<file path="config.mk">
export PLATFORM = sky130hd
export DESIGN_NAME = flash_rewrite_bus_timing
export DESIGN_NICKNAME = d
export VERILOG_FILES = /design/src/flash_rewrite_bus_timing.v
export VERILOG_INCLUDE_DIRS = /design/src
export SDC_FILE = /design/constraint.sdc
export NUM_CORES = 1
export LEC_CHECK = 0
export BUFFER_PORTS_ARGS = -buffer_cell sky130_fd_sc_hd__buf_2
export CAP_MARGIN = 20
export CORE_MARGIN = 8
export CORE_UTILIZATION = 40
export DETAILED_ROUTE_END_ITERATION = 8
export GPL_ROUTABILITY_DRIVEN = 0
export HOLD_SLACK_MARGIN = 0.08
export PLACE_DENSITY = 0.76
export SYNTH_ARGS = -nofsm -noshare
export SYNTH_HDL_FRONTEND = slang
export SYNTH_SLANG_ARGS = --single-unit
</file>
<file path="constraint.sdc">
create_clock -name sys_clk_i -period 6.5 [get_ports sys_clk_i]
set_input_delay 1.625 -clock sys_clk_i [delete_from_list [all_inputs] [get_ports sys_clk_i]]
set_output_delay 1.625 -clock sys_clk_i [all_outputs]
set_load 0.01 [all_outputs]
</file>
<file path="src/flash_rewrite_bus_timing_defs.vh">
// Behaviour
// - In rewrite mode CPU flash accesses go over the dedicated rewrite bus.
// - CPU keeps running during program or erase; only bus cycles stall it.
// - After program or erase ends, flash reads return status, not array.
// - Status visible in status register and via read-status command.
// - In expansion mode timing registers alias external bus area 0/3 regs.
// - All rewrite bus phases counted in base clock cycles from the divider.
// - Multiplier code 10b means 3, code 11b means 4.
// - Read width codes 0000,0001,0101,0110,1010,1011,1111 mean wr 1..7.
// - Multiplier 3, no extension: read cycle 4,8,10,14,16,20,22.
// - Multiplier 3 with extension: odd wr gain two cycles, even unchanged.
// - Read setup one base cycle, strobe one shorter than read cycle, hold zero.
// - Write setup codes give weight 0..2; width codes give weight 1..4.
// - Multiplier 3: write strobe 3 per width step, setup 1, 4 or 7.
// - Multiplier 4: write strobe 4 per step, setup 1, 5 or 9, hold 1.
// - Multiplier 3, setup 0: write cycle 6, 8, 12 or 14.
// - Extension bit zero means no read pulse extension.
`ifndef FLASH_REWRITE_BUS_TIMING_DEFS_VH
`define FLASH_REWRITE_BUS_TIMING_DEFS_VH

// ****************************************
// Timing register fields
// ****************************************
`define FRB_WIDTH_LSB 0
`define FRB_WIDTH_MSB 3
`define FRB_EXTEND_BIT 4
`define FRB_SETUP_LSB 8
`define FRB_SETUP_MSB 9
`define FRB_WW_LSB 10
`define FRB_WW_MSB 11
`define FRB_MPY_LSB 12
`define FRB_MPY_MSB 13
`define FRB_TIMING_RESET 16'h0000
`define FRB_MPY4 2'b11

// ****************************************
// Read width encodings
// ****************************************
`define FRB_WR1 4'h0
`define FRB_WR2 4'h1
`define FRB_WR3 4'h5
`define FRB_WR4 4'h6
`define FRB_WR5 4'ha
`define FRB_WR6 4'hb
`define FRB_WR7 4'hf

// ****************************************
// Phase states, one-hot
// ****************************************
`define FRB_ST_IDLE 4'h1
`define FRB_ST_SETUP 4'h2
`define FRB_ST_STROBE 4'h4
`define FRB_ST_HOLD 4'h8

// ****************************************
// Status register layout and counter constants
// ****************************************
`define FRB_STAT_READY_BIT 7
`define FRB_STAT_ERASE_ERR_BIT 5
`define FRB_STAT_PROG_ERR_BIT 4
`define FRB_CNT_ONE 5'h01
`define FRB_CNT_TWO 5'h02

`endif

</file>
<file path="src/flash_rewrite_bus_timing.v">
`timescale 1ns/1ps
`include "flash_rewrite_bus_timing_defs.vh"

module flash_rewrite_bus_timing #(
   parameter ADDR_W = 24,
   parameter DATA_W = 16
)(
   input wire sys_clk_i,
   input wire reset_i,
   input wire ram_exec_rewrite_mode_i,
   input wire mem_expansion_i,
   input wire [1:0] base_clock_divider_i,
   input wire timing_wr_i,
   input wire timing_sel_i,
   input wire [15:0] timing_wdata_i,
   input wire ext_bus_wr_i,
   input wire ext_bus_sel_i,
   input wire [15:0] ext_bus_wdata_i,
   input wire cpu_req_i,
   input wire cpu_we_i,
   input wire cpu_data_area_i,
   input wire [ADDR_W-1:0] cpu_addr_i,
   input wire [DATA_W-1:0] cpu_wdata_i,
   input wire read_status_cmd_i,
   input wire read_array_cmd_i,
   input wire flash_busy_i,
   input wire [1:0] flash_err_i,
   input wire [DATA_W-1:0] fl_rdata_i,
   output reg rewrite_bus_sel_o,
   output reg cpu_busy_o,
   output reg cpu_done_o,
   output reg [DATA_W-1:0] cpu_rdata_o,
   output reg [15:0] rewrite_bus_timing_prog_o,
   output reg [15:0] rewrite_bus_timing_data_o,
   output reg [15:0] ext_bus_ctrl_area0_o,
   output reg [15:0] ext_bus_ctrl_area3_o,
   output reg [7:0] flash_status_reg_o,
   output reg read_status_mode_o,
   output reg fl_cs_n_o,
   output reg fl_rd_n_o,
   output reg fl_wr_n_o,
   output reg [ADDR_W-1:0] fl_addr_o,
   output reg [DATA_W-1:0] fl_wdata_o
);

   // ****************************************
   // Timing arithmetic
   // ****************************************
   function [2:0] wr_decode;
      input [3:0] sel;
      begin
         case (sel)
            `FRB_WR2: wr_decode = 3'h2;
            `FRB_WR3: wr_decode = 3'h3;
            `FRB_WR4: wr_decode = 3'h4;
            `FRB_WR5: wr_decode = 3'h5;
            `FRB_WR6: wr_decode = 3'h6;
            `FRB_WR7: wr_decode = 3'h7;
            default: wr_decode = 3'h1;
         endcase
      end
   endfunction
   // Codes other than 11b behave as multiplier 3
   function [2:0] mpy_of;
      input [1:0] code;
      begin
         mpy_of = (code == `FRB_MPY4) ? 3'h4 : 3'h3;
      end
   endfunction
   function [4:0] read_len;
      input [15:0] t;
      reg [4:0] wr;
      begin
         wr = {2'b00, wr_decode(t[`FRB_WIDTH_MSB:`FRB_WIDTH_LSB])};
         if (t[`FRB_MPY_MSB:`FRB_MPY_LSB] == `FRB_MPY4)
            read_len = (wr << 2) + `FRB_CNT_TWO;
         else
            read_len = wr + wr + wr + `FRB_CNT_ONE +
               {3'b000, wr[0] && t[`FRB_EXTEND_BIT], !wr[0]};
      end
   endfunction
   function [4:0] wsetup_len;
      input [15:0] t;
      reg [4:0] m;
      begin
         m = {2'b00, mpy_of(t[`FRB_MPY_MSB:`FRB_MPY_LSB])};
         wsetup_len = m * {3'b000, t[`FRB_SETUP_MSB:`FRB_SETUP_LSB]} +
            `FRB_CNT_ONE;
      end
   endfunction
   function [4:0] wwidth_len;
      input [15:0] t;
      reg [4:0] m;
      begin
         m = {2'b00, mpy_of(t[`FRB_MPY_MSB:`FRB_MPY_LSB])};
         wwidth_len = m * ({3'b000, t[`FRB_WW_MSB:`FRB_WW_LSB]} +
            `FRB_CNT_ONE);
      end
   endfunction
   // Multiplier 3 hold alternates so the cycle lands on an even count
   function [4:0] whold_len;
      input [15:0] t;
      begin
         whold_len = ((t[`FRB_MPY_MSB:`FRB_MPY_LSB] == `FRB_MPY4) ||
            (t[`FRB_SETUP_LSB] ^ t[`FRB_WW_LSB])) ?
            `FRB_CNT_ONE : `FRB_CNT_TWO;
      end
   endfunction

   // ****************************************
   // Base clock tick
   // ****************************************
   reg [1:0] div_cnt;
   reg base_tick;
   wire [1:0] div_last = ~base_clock_divider_i;
   always @(posedge sys_clk_i or posedge reset_i)
   begin
      if (reset_i)
      begin
         div_cnt <= 2'b00;
         base_tick <= 1'b0;
      end
      else
      begin
         base_tick <= (div_cnt == div_last);
         div_cnt <= (div_cnt == div_last) ? 2'b00 : div_cnt + 2'b01;
      end
   end

   // ****************************************
   // Timing registers and external alias
   // ****************************************
   wire prog_wr = (timing_wr_i && !timing_sel_i) ||
      (ext_bus_wr_i && !ext_bus_sel_i && mem_expansion_i);
   wire data_wr = (timing_wr_i && timing_sel_i) ||
      (ext_bus_wr_i && ext_bus_sel_i && mem_expansion_i);
   wire [15:0] next_prog = timing_wr_i ? timing_wdata_i : ext_bus_wdata_i;
   wire [15:0] next_data = next_prog;
   reg [15:0] ext_area0_own;
   reg [15:0] ext_area3_own;
   always @(posedge sys_clk_i or posedge reset_i)
   begin
      if (reset_i)
      begin
         rewrite_bus_timing_prog_o <= `FRB_TIMING_RESET;
         rewrite_bus_timing_data_o <= `FRB_TIMING_RESET;
         ext_area0_own <= `FRB_TIMING_RESET;
         ext_area3_own <= `FRB_TIMING_RESET;
         ext_bus_ctrl_area0_o <= `FRB_TIMING_RESET;
         ext_bus_ctrl_area3_o <= `FRB_TIMING_RESET;
      end
      else
      begin
         if (prog_wr)
            rewrite_bus_timing_prog_o <= next_prog;
         if (data_wr)
            rewrite_bus_timing_data_o <= next_data;
         if (ext_bus_wr_i && !ext_bus_sel_i)
            ext_area0_own <= ext_bus_wdata_i;
         if (ext_bus_wr_i && ext_bus_sel_i)
            ext_area3_own <= ext_bus_wdata_i;
         // Shared address: timing write alters the area control
         ext_bus_ctrl_area0_o <= mem_expansion_i ?
            (prog_wr ? next_prog : rewrite_bus_timing_prog_o) :
            ext_area0_own;
         ext_bus_ctrl_area3_o <= mem_expansion_i ?
            (data_wr ? next_data : rewrite_bus_timing_data_o) :
            ext_area3_own;
      end
   end

   // ****************************************
   // Status and read-status mode
   // ****************************************
   reg busy_q;
   always @(posedge sys_clk_i or posedge reset_i)
   begin
      if (reset_i)
      begin
         busy_q <= 1'b0;
         read_status_mode_o <= 1'b0;
         flash_status_reg_o <= 8'h00;
      end
      else
      begin
         busy_q <= flash_busy_i;
         flash_status_reg_o <= 8'h00;
         flash_status_reg_o[`FRB_STAT_READY_BIT] <= !flash_busy_i;
         flash_status_reg_o[`FRB_STAT_ERASE_ERR_BIT] <= flash_err_i[1];
         flash_status_reg_o[`FRB_STAT_PROG_ERR_BIT] <= flash_err_i[0];
         // Completion beats a same-cycle read-array command
         if ((busy_q && !flash_busy_i) || read_status_cmd_i)
            read_status_mode_o <= 1'b1;
         else if (read_array_cmd_i)
            read_status_mode_o <= 1'b0;
      end
   end

   // ****************************************
   // Phase sequencer
   // ****************************************
   reg [3:0] state;
   reg [4:0] cnt;
   reg is_write;
   reg [4:0] strobe_len;
   reg [4:0] hold_len;
   wire [15:0] sel_t = cpu_data_area_i ? rewrite_bus_timing_data_o :
      rewrite_bus_timing_prog_o;
   wire last = base_tick && (cnt == `FRB_CNT_ONE);

   always @(posedge sys_clk_i or posedge reset_i)
   begin
      if (reset_i)
      begin
         state <= `FRB_ST_IDLE;
         cnt <= 5'h00;
         is_write <= 1'b0;
         strobe_len <= 5'h00;
         hold_len <= 5'h00;
         rewrite_bus_sel_o <= 1'b0;
         cpu_busy_o <= 1'b0;
         cpu_done_o <= 1'b0;
         cpu_rdata_o <= {DATA_W{1'b0}};
         fl_cs_n_o <= 1'b1;
         fl_rd_n_o <= 1'b1;
         fl_wr_n_o <= 1'b1;
         fl_addr_o <= {ADDR_W{1'b0}};
         fl_wdata_o <= {DATA_W{1'b0}};
      end
      else
      begin
         rewrite_bus_sel_o <= ram_exec_rewrite_mode_i;
         cpu_done_o <= 1'b0;
         if (base_tick && cnt != 5'h00)
            cnt <= cnt - `FRB_CNT_ONE;
         case (state)
            `FRB_ST_IDLE:
            begin
               // Taken on a base tick so setup is a whole base cycle
               if (cpu_req_i && ram_exec_rewrite_mode_i &&
                  base_tick)
               begin
                  state <= `FRB_ST_SETUP;
                  is_write <= cpu_we_i;
                  cpu_busy_o <= 1'b1;
                  fl_cs_n_o <= 1'b0;
                  fl_addr_o <= cpu_addr_i;
                  fl_wdata_o <= cpu_wdata_i;
                  // Read: setup is one base cycle, strobe one less than the cycle
                  cnt <= cpu_we_i ? wsetup_len(sel_t) : `FRB_CNT_ONE;
                  strobe_len <= cpu_we_i ? wwidth_len(sel_t) :
                     read_len(sel_t) - `FRB_CNT_ONE;
                  hold_len <= whold_len(sel_t);
               end
            end
            `FRB_ST_SETUP:
               if (last)
               begin
                  state <= `FRB_ST_STROBE;
                  cnt <= strobe_len;
                  fl_rd_n_o <= is_write;
                  fl_wr_n_o <= !is_write;
               end
            `FRB_ST_STROBE:
               if (last)
               begin
                  fl_rd_n_o <= 1'b1;
                  fl_wr_n_o <= 1'b1;
                  if (is_write)
                  begin
                     state <= `FRB_ST_HOLD;
                     cnt <= hold_len;
                  end
                  else
                  begin
                     state <= `FRB_ST_IDLE;
                     fl_cs_n_o <= 1'b1;
                     cpu_busy_o <= 1'b0;
                     cpu_done_o <= 1'b1;
                     cpu_rdata_o <= read_status_mode_o ?
                        {{(DATA_W-8){1'b0}}, flash_status_reg_o} :
                        fl_rdata_i;
                  end
               end
            `FRB_ST_HOLD:
               if (last)
               begin
                  state <= `FRB_ST_IDLE;
                  fl_cs_n_o <= 1'b1;
                  cpu_busy_o <= 1'b0;
                  cpu_done_o <= 1'b1;
               end
            default:
               state <= `FRB_ST_IDLE;
         endcase
      end
   end

endmodule

</file>
==> out/metrics.yaml <==
yosys:
  synthXorXnorAreaFrac_pct: 1.41
  warning_count_from_the_yosys_run: 0
  synth-edff-count: 0
  mappedNetlistArea_um2: 8080
  synth.lib_cells_used.distinct: 62
  top_reg_cell_synth: "sky130_fd_sc_hd__dfrtp_1"
  synthMuxAreaShare_pct: 12.7
  yosys_register_bits: 183
  largest_family_of_logic_cells_by_synthesized_area: "simple AND/OR/NAND/NOR gates"
  synth_top_area_share_pct: 55.4
  netlist_top_cells_area: "sky130_fd_sc_hd__dfrtp_1 55%, sky130_fd_sc_hd__mux2_2 9.6%, sky130_fd_sc_hd__nand2_1 8.1%"
  simple_gate_fraction_of_synth_area_pct: 14.7
  synth_compound_gate_area_share_pct: 8.27
  syn_inst: 750
  synth_top_cell_by_area: "sky130_fd_sc_hd__dfrtp_1"
  async_flop_share_pct: 100
  synth.avg_cell_area_um2: 10.8
  ys_seq_area_share_pct: 56.7
  synth_adder_area_share_pct: 2.54
timing:
  final_hold_viol_count: 0
  worstMarginPinSlew_ns: 1.06
  final_period_minus_worst_setup_slack_ns: 4.87
  unrepaired_setup_endpoints_after_global_routing: "false"
  timing.final.max_slew_violations: 0
  maxSlewHeadroom_pct: 29.6
  timing.final.crit_share_pct: 74.9
  max_freq_mhz: 206
  setup-violations-final: 0
  worst_clock_skew_ns: 0.0108
  final.setup.tns_ns: 0
outcome:
  status: "finished clean"
finish:
  filler_cell_count: 1804
  drive_gt1_share_pct: 36.4
  layout_commonest_cell: "sky130_fd_sc_hd__buf_2"
  layout.core_utilization_pct: 50.4
  mostFrequentLayoutCells: "235 x sky130_fd_sc_hd__buf_2, 179 x sky130_fd_sc_hd__dfrtp_1, 174 x sky130_fd_sc_hd__nand2_1, 69 x sky130_fd_sc_hd__mux2_2, 59 x sky130_fd_sc_hd__nor2_1"
  final_cell_area_um2: 10100
  area.growth.synth_to_final_pct: 24.9
  nNetsFinal: 1091
min_path:
  timing.hold.worst.start: "fl_addr_o[17]"
  hold-path-endpoint: "fl_addr_o[17]"
  hold_depth: 2
  holdCritPathClass: "register to register"
flow_run:
  maxCapViolCount: 0
pwr:
  net_switching_power_of_the_design_mw: 1.25
  clockPowerShare_pct: 29.2
  power.sequential.fraction_pct: 42.4
  vdd_ir_drop_max_v: 0.000192
  powerDensity_nw_per_um2: 368
  cellLeakagePower_nw: 4.92
  share_comb_of_total_power_pct: 28.4
  power.internal_mw: 2.47
  report.power.total_mw: 3.72
  sw_frac_of_total_pct: 33.6
route:
  first_pass_iters: 6
  post_drt_wl_per_cell_um: 16.3
  drt_drc_violations_left: 0
  drtIter0Drc: 364
  dr_total_vias: 6159
  detail_route.wirelength_um: 20500
  vias_per_cell: 4.90
  drt.antenna.violating_nets: 0
clock_network:
  post_cts_hold_buffer_count: 0
  cts-htree-levels: 4
  root_buffer: "sky130_fd_sc_hd__clkbuf_16"
  cts_resized: 0
  cts_inserted_buffers: 17
  cts_sinks: 183
  clock_path_buffers: 2
  cts_setup_buffers: 0
  cts_tree: "built"
  clk_pin_slew_ns: 0.07
  clock_latency_ns: 0.43
setup_path:
  max_stage_delay_ns: 0.55
  worst-path-max-fanout: 21
  r2r_start: "rewrite_bus_timing_data_o[3]"
  r2r-end: "strobe_len[4]"
  critPathLaunchType: "input pin"
  crit_path_required_time_ns: 6.84
  criticalPathCategory: "input pin to register"
  critical_path_buf_inv_count: 2
  critPathMostFrequentCell: "sky130_fd_sc_hd__fa_1"
  crit_slowest_cell: "sky130_fd_sc_hd__fa_1"
  ff2ff_path_depth: 12
  path_cells: "buf_2 -> mux2_2 -> a211o_1 -> a31o_2 -> or2_2 -> fa_1 -> inv_1 -> fa_1 -> nor4_1 -> nand3_1 -> a32oi_1 -> nor3_1 -> o221ai_1"
  crit_family: "adder cells"
  timing.critical_path.arrival_ns: 5.20
  setup.worst_path.end_class: "register"
  number_of_cells_on_the_critical_path: 13
  ff2ff_setup_slack_ns: 2.82
floorplan:
  dieArea_um2: 25000
  ios: 241
  standard_cell_row_count: 52
  initial_utilization_pct: 40.3
  core_um2: 20000
  die_height_um: 158
  dieWidth_um: 158
placement:
  placement.cell_area_um2: 9460
  detailedPlacementHpwl_um: 14800
  numPortBuffers: 235
grt:
  initial_antenna_violation_count: 3
  grt_pass1_vias: 6197
  largest_net_degree_at_the_start_of_global_routing: 184
  gr-usage-all-layers_pct: 16.3
  grt_overflow: 0
  grt_first_pass_wirelength_um: 31800
-- worst register-to-register path: cells and delay by family, from the launching register on --
family | cells | cell delay, ns
compound gates | 4 | 0.89
fa+ha+maj | 2 | 1.01
buf+inv | 1 | 0.10
flops | 1 | 0.45
mux | 1 | 0.31
simple gates | 4 | 0.82
-- cell type report --
class                      count  area [um2]  area share [%]
timing repair buffer         240        1240            12.3
clock buffer                  17         425            4.21
inverter                      18        71.3           0.706
clock inverter                15         203            2.01
sequential                   183        4580            45.4
multi-input combinational    511        3230            32.0
antenna                        2        5.00          0.0496
tap                          270         338            3.35
-- stage by stage --
step	hold slack, ns	worst slack [ns]	instances
floorplan	0.433	1.81	754
global placement	0.449	1.30	1221
global route	0.499	1.47	1255
finish	0.469	1.63	1256
detailed placement	0.456	1.20	1222
CTS	0.475	1.67	1254
-- cell usage after synthesis, drive strengths merged (2+ instances only) --
| cell type | instances |
|---|---|
| a211o | 2 |
| a211oi | 4 |
| a21boi | 2 |
| a21o | 3 |
| a21oi | 45 |
| a32oi | 2 |
| and3 | 4 |
| buf | 28 |
| clkbuf | 14 |
| dfrtp | 179 |
| dfstp | 4 |
| fa | 4 |
| ha | 10 |
| inv | 18 |
| mux2 | 69 |
| mux2i | 25 |
| nand2 | 175 |
| nand2b | 5 |
| nand3 | 6 |
| nand3b | 3 |
| nand4b | 2 |
| nor2 | 59 |
| nor2b | 5 |
| nor3 | 8 |
| nor3b | 2 |
| nor4 | 2 |
| o211ai | 2 |
| o21a | 3 |
| o21ai | 26 |
| o221ai | 4 |
| or2 | 2 |
| xnor2 | 11 |
| xor2 | 2 |
-- routing by layer --
| metal | vias up | wire, um | track usage (%) |
|---|---|---|---|
| li1 | 2969 | - | - |
| met1 | 2937 | 8590 | 19.7 |
| met2 | 221 | 9420 | 25.9 |
| met3 | 28 | 2190 | 7.15 |
| met4 | 4 | 290 | 4.89 |
| met5 | - | 18 | 0 |
-- state kept, by name, indices dropped and copies added, names as in the netlist, 5 cells and up --
| signal | flops |
|---|---|
| fl_addr_o | 24 |
| cpu_rdata_o | 16 |
| ext_area0_own | 16 |
| ext_area3_own | 16 |
| ext_bus_ctrl_area0_o | 16 |
| ext_bus_ctrl_area3_o | 16 |
| fl_wdata_o | 16 |
| rewrite_bus_timing_data_o | 16 |
| rewrite_bus_timing_prog_o | 16 |
| cnt | 5 |
| strobe_len | 5 |
-- power by group through the flow --
stage                     clock (mW)  sequential (mW)  combinational [mW]
after global routing            1.16             1.61                1.18
after CTS                       1.11             1.58                1.07
after floorplan                    0             1.66               0.596
after detailed placement           0             1.60                1.07
final                           1.08             1.58                1.06
after global placement             0             1.59                1.03
-- logic make-up (layout without fill, tap and decap cells) --
logic type | count (synthesis) | in the layout
simple gates | 280 | 280
flops | 183 | 183
compound gates | 105 | 105
mux | 94 | 94
buf+inv | 60 | 290
fa+ha+maj | 14 | 14
xor+xnor | 13 | 13
other cells | 1 | 7
-- worst max-delay path by stage --
stage	startpoint	end	slack, ns
floorplan	cpu_data_area_i	strobe_len[3]	1.81
global placement	cpu_data_area_i	strobe_len[3]	1.30
detailed placement	cpu_data_area_i	strobe_len[3]	1.20
CTS	cpu_data_area_i	strobe_len[4]	1.67
global route	cpu_data_area_i	strobe_len[4]	1.47
finish	cpu_data_area_i	strobe_len[4]	1.63
Power figures use the tool's default switching activity.
